$ cat src/hdl/cctmr_pkg.sv
package cctmr_pkg;

    // Register offsets on the plain register port.
    localparam logic [3:0] CCTMR_OFF_TIMER_STATUS_CTRL = 4'h0;
    localparam logic [3:0] CCTMR_OFF_COUNTER = 4'h1;
    localparam logic [3:0] CCTMR_OFF_MODULO_REGS = 4'h2;
    localparam logic [3:0] CCTMR_OFF_CHAN0_STATUS_CTRL = 4'h3;
    localparam logic [3:0] CCTMR_OFF_CHAN0_VALUE = 4'h4;
    localparam logic [3:0] CCTMR_OFF_CHAN1_STATUS_CTRL = 4'h5;
    localparam logic [3:0] CCTMR_OFF_CHAN1_VALUE = 4'h6;

    // Timer status and control field positions.
    localparam int CCTMR_TSC_OVF = 7;
    localparam int CCTMR_TSC_OVIE = 6;
    localparam int CCTMR_TSC_HALT = 5;
    localparam int CCTMR_TSC_CRST = 4;

    // Channel status and control field positions.
    localparam int CCTMR_CSC_FLAG = 7;
    localparam int CCTMR_CSC_IE = 6;
    localparam int CCTMR_CSC_MSB = 5;
    localparam int CCTMR_CSC_MSA = 4;
    localparam int CCTMR_CSC_ELSB = 3;
    localparam int CCTMR_CSC_ELSA = 2;
    localparam int CCTMR_CSC_TOV = 1;
    localparam int CCTMR_CSC_MAX = 0;

    // Values after reset, and the last valid prescale code.
    localparam logic [7:0] CCTMR_TSC_RESET = 8'h20;
    localparam logic [15:0] CCTMR_MODULO_RESET = 16'hFFFF;
    localparam logic [2:0] CCTMR_PS_LAST = 3'h6;

    // One channel's pin group.
    typedef struct packed {
        logic out;
        logic oe;
    } cctmr_pin_s;

endpackage

$ cat src/hdl/cctmr_top.sv
// The register offsets and the plain strobed port were chosen for this implementation.
`timescale 1ns/1ps

// Overview of operation
// RULE1: Seven prescaled rates chosen by prescale_select.
// RULE2: Active capture edge copies counter into channel.
// RULE3: Capture sets channel flag and interrupt request.
// RULE4: Compare match sets, clears or toggles pin.
// RULE5: Compare match sets channel flag and request.
// RULE6: Unbuffered writes replace compare value immediately.
// RULE7: Software times unbuffered writes by interrupts.
// RULE8: link_buffered_select links channels onto channel 0.
// RULE9: Last written channel takes over at overflow.
// RULE10: Channel 1 control unused, pin released.
// RULE11: Software writes only the inactive channel.
// RULE12: Toggle-on-overflow toggles pin at modulo.
// RULE13: Pulse width runs overflow to compare.
// RULE14: Period is modulo plus one ticks.
// RULE15: Software avoids toggle on compare in PWM.
// RULE16: Software follows the PWM initialisation order.
// RULE17: Halt stops counter; reset clears counter, prescaler.
// RULE18: Toggle-on-overflow cleared gives zero duty.
// RULE19: Max-duty with toggle-on-overflow gives full duty.
// RULE20: At modulo set overflow flag, restart at zero.
// RULE21: Codes 0 to 6 divide by 1 to 64.
// RULE22: Counter, modulo and values are 16 bits.
module cctmr_top
    import cctmr_pkg::*;
#(
    parameter int CNT_W = 16
) (
    // Clock and reset.
    input wire logic REF_CLK_IN,
    input wire logic RST_IN,
    // Register port.
    input wire logic [3:0] ADDR_IN,
    input wire logic [15:0] WDATA_IN,
    input wire logic WR_IN,
    input wire logic RD_IN,
    output logic [15:0] RDATA_OUT,
    // Channel pins.
    input wire logic [1:0] CHAN_PIN_IN,
    output logic [1:0] CHAN_PIN_OUT,
    output logic [1:0] CHAN_PIN_OE_OUT,
    // Interrupt requests, one per channel plus overflow.
    output logic [1:0] CHAN_IRQ_OUT,
    output logic OVF_IRQ_OUT
);

    // Every register of the block lives in this one struct, so a single process
    // owns all state. Field order does not matter; the reset assignment below sets fields by name.
    // The channel control bytes keep the flag in bit 7 and the enable in bit 6.
    // The synchroniser stages sit here as well, so reset clears them together.
    typedef struct packed {
        logic [5:0] presc;
        logic [CNT_W-1:0] cnt;
        logic [CNT_W-1:0] modv;
        logic [7:0] timer_status_ctrl;
        logic [1:0][7:0] csc;
        logic [1:0][CNT_W-1:0] val;
        logic active1;
        logic last1;
        logic [1:0] pin;
        logic [1:0] sync1;
        logic [1:0] sync2;
        logic [1:0] prev;
        logic [15:0] rdata;
        logic [1:0] irq;
        logic ovirq;
        logic [1:0] oe;
    } cctmr_state_s;

    cctmr_state_s s_q;
    cctmr_state_s s_d;

    logic tick;
    logic at_mod;
    logic linked;

    // Prescaler tap selection; the counter only moves on the chosen enable.
    // The prescaler is a six-bit count that runs while not halted, and each rate is the cycle in
    // which its low bits are all ones, so every rate is a one-cycle enable pulse.
    // Sharing one count keeps the rates in phase after a counter reset.
    always_comb begin
        case (s_q.timer_status_ctrl[2:0])
            3'h0: tick = 1'b1; // RULE21
            3'h1: tick = s_q.presc[0];
            3'h2: tick = &s_q.presc[1:0];
            3'h3: tick = &s_q.presc[2:0];
            3'h4: tick = &s_q.presc[3:0];
            3'h5: tick = &s_q.presc[4:0];
            3'h6: tick = &s_q.presc[5:0]; // RULE1
            default: tick = 1'b0; // Code seven is not available, counter idles.
        endcase
        tick = tick & ~s_q.timer_status_ctrl[CCTMR_TSC_HALT];
    end

    // Overflow is decoded from the held count; a modulo written below the count
    // is only seen after the counter wraps past the full 16-bit range.
    assign at_mod = (s_q.cnt == s_q.modv); // RULE22
    assign linked = s_q.csc[0][CCTMR_CSC_MSB];

    // All next-state logic in one place.
    always_comb begin
        logic [CNT_W-1:0] cmpv;
        logic match;
        logic edge_hit;
        logic rise;
        logic fall;
        logic wr1;
        logic wr0;
        logic [CNT_W-1:0] nxt;
        logic [1:0] setf;
        cmpv = '0;
        nxt = '0;
        setf = 2'b00;
        match = 1'b0;
        edge_hit = 1'b0;
        rise = 1'b0;
        fall = 1'b0;
        wr1 = 1'b0;
        wr0 = 1'b0;
        s_d = s_q;
        // Pins pass two flip-flops before the edge detector reads them; only the
        // second stage feeds logic, which keeps metastability out of the captures.
        s_d.sync1 = CHAN_PIN_IN;
        s_d.sync2 = s_q.sync1;
        s_d.prev = s_q.sync2;
        s_d.rdata = 16'h0000;

        // Prescaler runs while the counter is not halted.
        // Halting freezes the prescaler as well, so a resumed counter keeps the
        // phase it stopped with.
        if (!s_q.timer_status_ctrl[CCTMR_TSC_HALT]) begin
            s_d.presc = s_q.presc + 6'h01;
        end

        // The value the counter takes at this edge; compares look at it so that a
        // pulse lasts exactly the channel value in timer clocks, not one more.
        nxt = at_mod ? '0 : s_q.cnt + CNT_W'(1);

        // Counter advance and overflow handling.
        if (tick) begin
            if (at_mod) begin
                s_d.cnt = '0; // RULE20
                s_d.timer_status_ctrl[CCTMR_TSC_OVF] = 1'b1; // RULE20
                s_d.active1 = s_q.last1; // RULE9
            end else begin
                s_d.cnt = s_q.cnt + 1'b1; // RULE14
            end
        end

        // Per-channel capture and compare; channel 1 is idle while linked.
        // Compares look at the count the counter is about to take, so a pulse that
        // begins at overflow lasts the channel value in timer clocks. A value above
        // the modulo never matches, so such a pulse covers the whole period.
        for (int i = 0; i < 2; i++) begin
            if (!(i == 1 && linked)) begin // RULE10
                if (s_q.csc[i][CCTMR_CSC_MSB] || s_q.csc[i][CCTMR_CSC_MSA]) begin
                    // Linked pair uses whichever value is active.
                    // Channel 1's value only takes over at an overflow boundary.
                    cmpv = (i == 0 && linked && s_q.active1) ? s_q.val[1] : s_q.val[i]; // RULE9
                    match = tick && (nxt == cmpv); // RULE6
                    if (match) begin
                        s_d.csc[i][CCTMR_CSC_FLAG] = 1'b1; // RULE5
                        setf[i] = 1'b1;
                        // Full duty suppresses the compare action.
                        if (!(s_q.csc[i][CCTMR_CSC_MAX] && s_q.csc[i][CCTMR_CSC_TOV])) begin
                            case (s_q.csc[i][3:2])
                                2'h1: s_d.pin[i] = ~s_q.pin[i]; // RULE4
                                2'h2: s_d.pin[i] = 1'b0; // RULE13
                                2'h3: s_d.pin[i] = 1'b1; // RULE4
                                default: s_d.pin[i] = s_q.pin[i];
                            endcase
                        end
                    end
                    // Overflow toggling; compares then only restore the level.
                    // When compare and overflow fall on one edge the compare wins,
                    // which is what gives a zero value its clean zero duty.
                    if (tick && at_mod && s_q.csc[i][CCTMR_CSC_TOV]) begin // RULE18
                        if (s_q.csc[i][CCTMR_CSC_MAX]) begin
                            s_d.pin[i] = (s_q.csc[i][3:2] == 2'h3) ? 1'b0 : 1'b1; // RULE19
                        end else if (!match) begin
                            s_d.pin[i] = ~s_q.pin[i]; // RULE12
                        end
                    end
                    s_d.oe[i] = (s_q.csc[i][3:2] != 2'h0);
                end else begin
                    // Input capture on the synchronised pin.
                    // The edge detector's reset level matches an idle low pin, so no
                    // false edge follows reset.
                    rise = s_q.sync2[i] & ~s_q.prev[i];
                    fall = ~s_q.sync2[i] & s_q.prev[i];
                    edge_hit = (rise & s_q.csc[i][CCTMR_CSC_ELSA]) |
                               (fall & s_q.csc[i][CCTMR_CSC_ELSB]);
                    if (edge_hit) begin
                        s_d.val[i] = s_q.cnt; // RULE2
                        s_d.csc[i][CCTMR_CSC_FLAG] = 1'b1; // RULE3
                        setf[i] = 1'b1;
                    end
                    s_d.oe[i] = 1'b0;
                end
            end else begin
                s_d.oe[i] = 1'b0; // RULE10
            end
        end

        // Register writes; a flag clear loses to a set in the same cycle.
        // Flags clear by a write of zero to bit 7 with no read step first; a set in
        // the same cycle wins, so an event is never lost to a late clear.
        // The counter reset bit acts for one write and is never stored.
        // Channel 1 cannot take the link bit, which belongs to channel 0 alone.
        if (WR_IN) begin
            case (ADDR_IN)
                CCTMR_OFF_TIMER_STATUS_CTRL: begin
                    s_d.timer_status_ctrl[6:0] = {WDATA_IN[6:5], 2'b00, WDATA_IN[2:0]};
                    if (!WDATA_IN[CCTMR_TSC_OVF] && !s_d.timer_status_ctrl[CCTMR_TSC_OVF] == 1'b0
                        && !(tick && at_mod)) begin
                        s_d.timer_status_ctrl[CCTMR_TSC_OVF] = 1'b0;
                    end
                    if (WDATA_IN[CCTMR_TSC_CRST]) begin
                        s_d.cnt = '0; // RULE17
                        s_d.presc = '0; // RULE17
                    end
                end
                CCTMR_OFF_MODULO_REGS: s_d.modv = WDATA_IN[CNT_W-1:0];
                CCTMR_OFF_CHAN0_STATUS_CTRL: begin
                    s_d.csc[0][6:0] = WDATA_IN[6:0]; // RULE8
                    if (!WDATA_IN[CCTMR_CSC_FLAG] && !setf[0]) begin
                        s_d.csc[0][CCTMR_CSC_FLAG] = 1'b0;
                    end
                end
                CCTMR_OFF_CHAN1_STATUS_CTRL: begin
                    s_d.csc[1][6:0] = {WDATA_IN[6], 1'b0, WDATA_IN[4:0]};
                    if (!WDATA_IN[CCTMR_CSC_FLAG] && !setf[1]) begin
                        s_d.csc[1][CCTMR_CSC_FLAG] = 1'b0;
                    end
                end
                CCTMR_OFF_CHAN0_VALUE: wr0 = 1'b1;
                CCTMR_OFF_CHAN1_VALUE: wr1 = 1'b1;
                default: ;
            endcase
        end
        // A write to the active value acts at once, as unbuffered operation does;
        // the last written channel is remembered for the next overflow.
        if (wr0) begin
            s_d.val[0] = WDATA_IN[CNT_W-1:0]; // RULE6
            s_d.last1 = 1'b0; // RULE9
        end
        if (wr1) begin
            s_d.val[1] = WDATA_IN[CNT_W-1:0];
            s_d.last1 = 1'b1; // RULE9
        end
        // Unlinked channels never hand over, so the hand-over state is held clear
        // and a later link always starts from channel 0.
        if (!linked) begin
            s_d.active1 = 1'b0; // RULE8
            s_d.last1 = 1'b0;
        end

        // Read data stands in the cycle after the strobe.
        // Outside a read the data lines stay at zero, so a stale value is never
        // mistaken for an answer.
        if (RD_IN) begin
            case (ADDR_IN)
                CCTMR_OFF_TIMER_STATUS_CTRL: s_d.rdata = {8'h00, s_q.timer_status_ctrl[7:5], 2'b00, s_q.timer_status_ctrl[2:0]};
                CCTMR_OFF_COUNTER: s_d.rdata = s_q.cnt;
                CCTMR_OFF_MODULO_REGS: s_d.rdata = s_q.modv;
                CCTMR_OFF_CHAN0_STATUS_CTRL: s_d.rdata = {7'h00, s_q.active1, s_q.csc[0]};
                CCTMR_OFF_CHAN0_VALUE: s_d.rdata = s_q.val[0];
                CCTMR_OFF_CHAN1_STATUS_CTRL: s_d.rdata = {8'h00, s_q.csc[1]};
                CCTMR_OFF_CHAN1_VALUE: s_d.rdata = s_q.val[1];
                default: s_d.rdata = 16'h0000;
            endcase
        end

        // Requests follow flag and enable.
        // They use the next flag values, so a request rises in the same cycle as
        // its flag and falls with the clear.
        for (int i = 0; i < 2; i++) begin
            s_d.irq[i] = s_d.csc[i][CCTMR_CSC_FLAG] & s_d.csc[i][CCTMR_CSC_IE]; // RULE5
        end
        s_d.ovirq = s_d.timer_status_ctrl[CCTMR_TSC_OVF] & s_d.timer_status_ctrl[CCTMR_TSC_OVIE];
    end

    // State register; the counter starts halted with the modulo at maximum.
    // Reset loads constants only; the control byte reset value keeps the counter
    // stopped until software has set it up.
    always_ff @(posedge REF_CLK_IN or posedge RST_IN) begin
        if (RST_IN) begin
            s_q <= '0;
            s_q.timer_status_ctrl <= CCTMR_TSC_RESET;
            s_q.modv <= CCTMR_MODULO_RESET;
        end else begin
            s_q <= s_d;
        end
    end

    // Outputs straight from the state register.
    // No logic sits between these flip-flops and the ports, which keeps the pin
    // timing independent of the decode above.
    assign RDATA_OUT = s_q.rdata;
    assign CHAN_PIN_OUT = s_q.pin;
    assign CHAN_PIN_OE_OUT = s_q.oe;
    assign CHAN_IRQ_OUT = s_q.irq;
    assign OVF_IRQ_OUT = s_q.ovirq;

endmodule // cctmr_top

$ cat config.mk
export PLATFORM = sky130hd
export DESIGN_NAME = cctmr_top
export DESIGN_NICKNAME = d
export VERILOG_FILES = /design/src/hdl/cctmr_pkg.sv /design/src/hdl/cctmr_top.sv
export SDC_FILE = /design/constraint.sdc
export NUM_CORES = 1
export LEC_CHECK = 0
export BUFFER_PORTS_ARGS = -buffer_cell sky130_fd_sc_hd__buf_4
export CAP_MARGIN = 25
export CORE_UTILIZATION = 64
export DETAILED_ROUTE_END_ITERATION = 8
export GPL_TIMING_DRIVEN = 0
export PLACE_DENSITY = 0.88
export SLEW_MARGIN = 30
export SYNTH_ARGS = -nofsm -noshare
export SYNTH_HDL_FRONTEND = slang
export SYNTH_SLANG_ARGS = --single-unit
$ cat constraint.sdc
create_clock -name REF_CLK_IN -period 9.3 [get_ports REF_CLK_IN]
set_input_delay 0.93 -clock REF_CLK_IN [delete_from_list [all_inputs] [get_ports REF_CLK_IN]]
set_output_delay 0.93 -clock REF_CLK_IN [all_outputs]
set_load 0.01 [all_outputs]
Word level (Yosys, flattened, before mapping)
Cells that the tools add are included.
Widths: inputs -> output; s select.
{ "totals": {"register_bits": 122, "input_bits": 26, "output_inout_bits": 23, "elab_cells": 175} }
{ "classes": {"addsub": 2, "eq_ne": 27, "n_mux": 66, "n_bitwise": 22, "reduce_logical": 36} }
{ "op_table": {"columns": ["operator", "n"], "rows": [
  ["$mux 16", 12],
  ["$pmux 16 s7", 1],
  ["$mux 62", 1],
  ["$eq 16x16->1", 3],
  ["$mux 22", 2],
  ["$mux 1", 42],
  ["$mux 8", 3],
  ["$add 16x1->16 const B", 1],
  ["$reduce_and 2->1", 8],
  ["$and 1x1->1", 12],
  ["$eq 4x3->1 const B", 3],
  ["$logic_and 1x1->1", 12],
  ["$ne 2x1->1 const B", 5],
  ["$eq 3x3->1 const B", 3],
  ["$eq 2x2->1 const B", 4],
  ["$eq 4x2->1 const B", 2],
  ["$not 1->1", 8],
  ["$reduce_bool 2->1", 4],
  ["$pmux 1 s7", 1],
  ["$add 6x1->6 const B", 1],
  ["$eq 3x2->1 const B", 2],
  ["$mux 6", 1],
  ["$pmux 1 s3", 2],
  ["$reduce_and 3->1", 2],
  ["13 further kinds", 18]
]} }

Longest topological paths before layout
{ "depth": {"word_depth": 13, "mapped_depth": 13, "ltp_nobuf": 13} }

Worst setup path before layout
No wires, ideal clock.
{ "synth_path": {"path_kind": "register -> register", "from": "register s_q[103] in the netlist's numbering", "to": "register (tool-made name)", "setup_ns": 0.125, "arrival_time_ns": 2.682, "t_required_ns": 9.175, "path_slack_ns": 6.493, "stages_incl_launch_ff": 11, "path_buffers": 0, "period_less_slack_ns": 2.807, "path_cell_list": "dfrtp_1 -> ha_1 -> nand4_4 -> nor4_1 -> xnor2_1 -> or2_2 -> a21o_1 -> nor4_1 -> nand4b_1 -> a21oi_1 -> mux2_2"} }
{ "synth_lines": {"columns": ["element", "line", "source"], "rows": [
  ["start, declared", "cctmr_top.sv:73", "cctmr_state_s s_q;"]
]} }

==> results.cfg <==
[placement]
dp.cells = 943
port-buffer-count = 46
dp.final_hpwl_mm = 16.62
dpl-instance-area_sq_mm = 0.007921
gp_congestion = 0.9554

[global_route]
grt.met3_usage = 0.1339
use_met1 = 0.5470
grt_start_max_net_pins = 86
top_usage_layer = met2
track_usage = 0.4140
globalRouteMet2Util = 0.6119
grt_pass1_vias = 6590
grt_pass1_wl_mm = 35.80
antenna_found_initial = 0
grt-ovfl-total = 0

[floorplanning]
start_util = 0.6667
core-area_sq_mm = 0.01103
io_pins = 49
die_area_sq_mm = 0.01192
die_w_um = 109.2
rows = 38
die_y_um = 109.2

[drt]
dr.pass1.iters = 6
ant_nets = 0
wl_per_cell_um = 24.06
drc = 0
vias_per_cell = 6.905
drt_iter0_drc = 1059
routed_wl_mm = 23.45
routed-via-count = 6732

[sta]
finalHoldViolCount = 0
rsz0062_at_grt = false
finalMaxSlewViolations = 0
period_needed_ns = 3.943
skew_ns = 0.007060
setup_viol = 0
finalCritPeriodShare = 0.4240
max-slew-margin-rel = 0.2622
setup_tns_ns = 0
worst_slew_pin_slew_ns = 1.098
max_freq_ghz = 0.2536

[clock_tree]
cts_tree = done
htreeDepth = 4
clock_tree.root_cell = clkbuf_16
clock_latency_ns = 0.43
cts.repair.resized = 0
postCtsHoldBufs = 0
cts_setup_buffers = 0
cts_inserted_buffers = 17
cts.sinks = 122
clkTransAtPathRegs_ns = 0.06
cts_buffer_depth = 2

[final_layout]
area_growth_pct = 16.13
antennaDiodeCount = 0
n_fill_cell = 715
final_area_sq_mm = 0.008541
multiInputGateArea_sq_mm = 0.003827
drive_gt1_frac = 0.2371
mostFrequentLayoutCells = dfrtp_1 (105), buf_4 (75), nand2_1 (65)
final_cells = 975
fin_util = 0.7743
seq_area_sq_mm = 0.003074
nets = 852
final_common_cell = dfrtp_1

[setup_path]
path_cells = buf_2 > xor2_1 > nor4_1 > nand4_1 > clkbuf_1 > nor2_1 > a41oi_1 > o21ai_0 > o41ai_1 > a211o_1
path_class = reg2reg
setup.worst_path.end_class = register
required_ns = 9.61
cp-start-kind = register
max_stage_delay_ns = 0.77
reg2reg_from = s_q[116]$_DFF_PP0_
critical_path.slowest_cell = nor2_1
cp.arrival_ns = 4.26
rrSetupSlack_ns = 5.36
rr_worst_depth = 10
path_max_fanout = 10

[yosys]
ys_seq_elements = 122
synth.top_cell.area_share = 0.3573
synth_warnings = 0
synth_ff_type = dfrtp_1
synth_cell_types = 75
synth_area_leaders = dfrtp_1 (36%), mux2i_1 (6.5%), mux2_2 (6.1%)
synth-edff-count = 0
synth_area_sq_mm = 0.007355
yosysTopAreaCell = dfrtp_1
yosysSeqAreaShare = 0.4180
syn_inst = 756
async_flop_share = 1.000
synth_nets = 786
syn_area_per_cell_sq_um = 9.728

[power]
powerDensity_mw_per_mm2 = 280.1
clkPwrFrac = 0.290
vdd_drop_max_mv = 0.2165
swShare = 0.3820
p_comb_frac = 0.342
p_leak_uw = 0.003734
p_sw_uw = 913.9
seqPwrFrac = 0.368
internal_power_uw = 1478

[min_path]
hp-start = s_d[24]$_DFF_PP0_
hold_end = s_d[22]$_DFF_PP0_
min_path_cells = 0
holdCritPathClass = reg2reg

[outcome]
status = finished, final reports clean

[job]
drv_cap = 0
## kinds of logic (layout without fill, tap and decap cells)
kind of cell	Yosys count	count (layout)	synth area share
simple gates	227	227	0.1642
compound gates	193	193	0.1752
flops	122	122	0.4180
mux	88	88	0.1266
buf+inv	87	166	0.06380
xor+xnor	35	35	0.04542
fa+ha+maj	4	4	0.006805
## synthesized netlist by cell type (6+ instances only)
| master | n |
|---|---|
| o21ai_0 | 57 |
| nand2_1 | 65 |
| and3_1 | 8 |
| mux2_2 | 40 |
| xor2_1 | 24 |
| a22oi_1 | 40 |
| nand3_1 | 12 |
| buf_4 | 29 |
| xnor2_1 | 9 |
| nor4_1 | 9 |
| a31oi_1 | 14 |
| o211ai_1 | 7 |
| nor3_1 | 16 |
| inv_1 | 13 |
| nand2b_1 | 8 |
| nor2_1 | 54 |
| a21oi_1 | 36 |
| or3_1 | 6 |
| clkbuf_1 | 30 |
| mux2i_1 | 48 |
| buf_2 | 7 |
| nand3b_1 | 9 |
| and2_1 | 6 |
| dfrtp_1 | 105 |
| dfstp_2 | 17 |
## critical path: cells and delay by family (launching register included)
kind | cells | cell delay [ns]
AOI/OAI and AO/OA | 4 | 0.86
xor gates and xnor gates | 1 | 0.18
buffers and inverters | 2 | 0.56
DFF | 1 | 0.36
and+or+nand+nor | 3 | 1.86
## sequential cells by signal, summed over array words and instances (netlist names), named ones only
signal           count
s_q                 94
RDATA_OUT           16
s_d                  4
CHAN_IRQ_OUT         2
CHAN_PIN_OE_OUT      2
OVF_IRQ_OUT          1
linked               1
## worst max path at each step
stage	slack, ns	to	startpoint
global placement	3.94	s_q[30]$_DFFE_PP0P_	RST_IN
floorplan	5.16	CHAN_IRQ_OUT[0]$_DFF_PP0_	RST_IN
global route	5.34	register	s_q[116]$_DFF_PP0_
finish	5.36	register	s_q[116]$_DFF_PP0_
CTS	5.63	register	s_q[116]$_DFF_PP0_
detailed placement	5.63	register	s_q[116]$_DFF_PP0_
## power by group through the flow
stage	clock, uW	combinational (uW)	sequential [uW]
2_1_floorplan	0	597	798
3_3_place_gp	0	756	861
3_5_place_dp	0	789	871
4_1_cts	689	798	865
5_1_grt	717	877	890
6_report	694	818	881
## final cells by class
| cell class | instances | share of cell area |
|---|---|---|
| inverters | 13 | 0.006592 |
| clock inverters | 10 | 0.01641 |
| clock buffers | 22 | 0.05552 |
| well taps | 140 | 0.02051 |
| flip-flops and latches | 122 | 0.3599 |
| plain buffers | 74 | 0.04922 |
| repair buffers | 47 | 0.04366 |
| multi-input cells | 547 | 0.4481 |
## per-stage QoR
stage               hold slack (ns)  total power (uW)  setup slack [ns]
CTS                          0.3545              2352             5.629
global placement             0.3333              1616             3.942
finish                       0.3520              2392             5.357
global route                 0.3608              2483             5.335
detailed placement           0.3418              1660             5.633
floorplan                    0.3312              1395             5.156
## metal layers
layer	part of all wire	up-vias	routed length (um)
li1	-	2872	-
met1	0.39	3284	9109
met2	0.45	478	10590
met3	0.12	98	2788
met4	0.041	0	962
met5	0	-	0
Power figures use the tool's default switching activity.
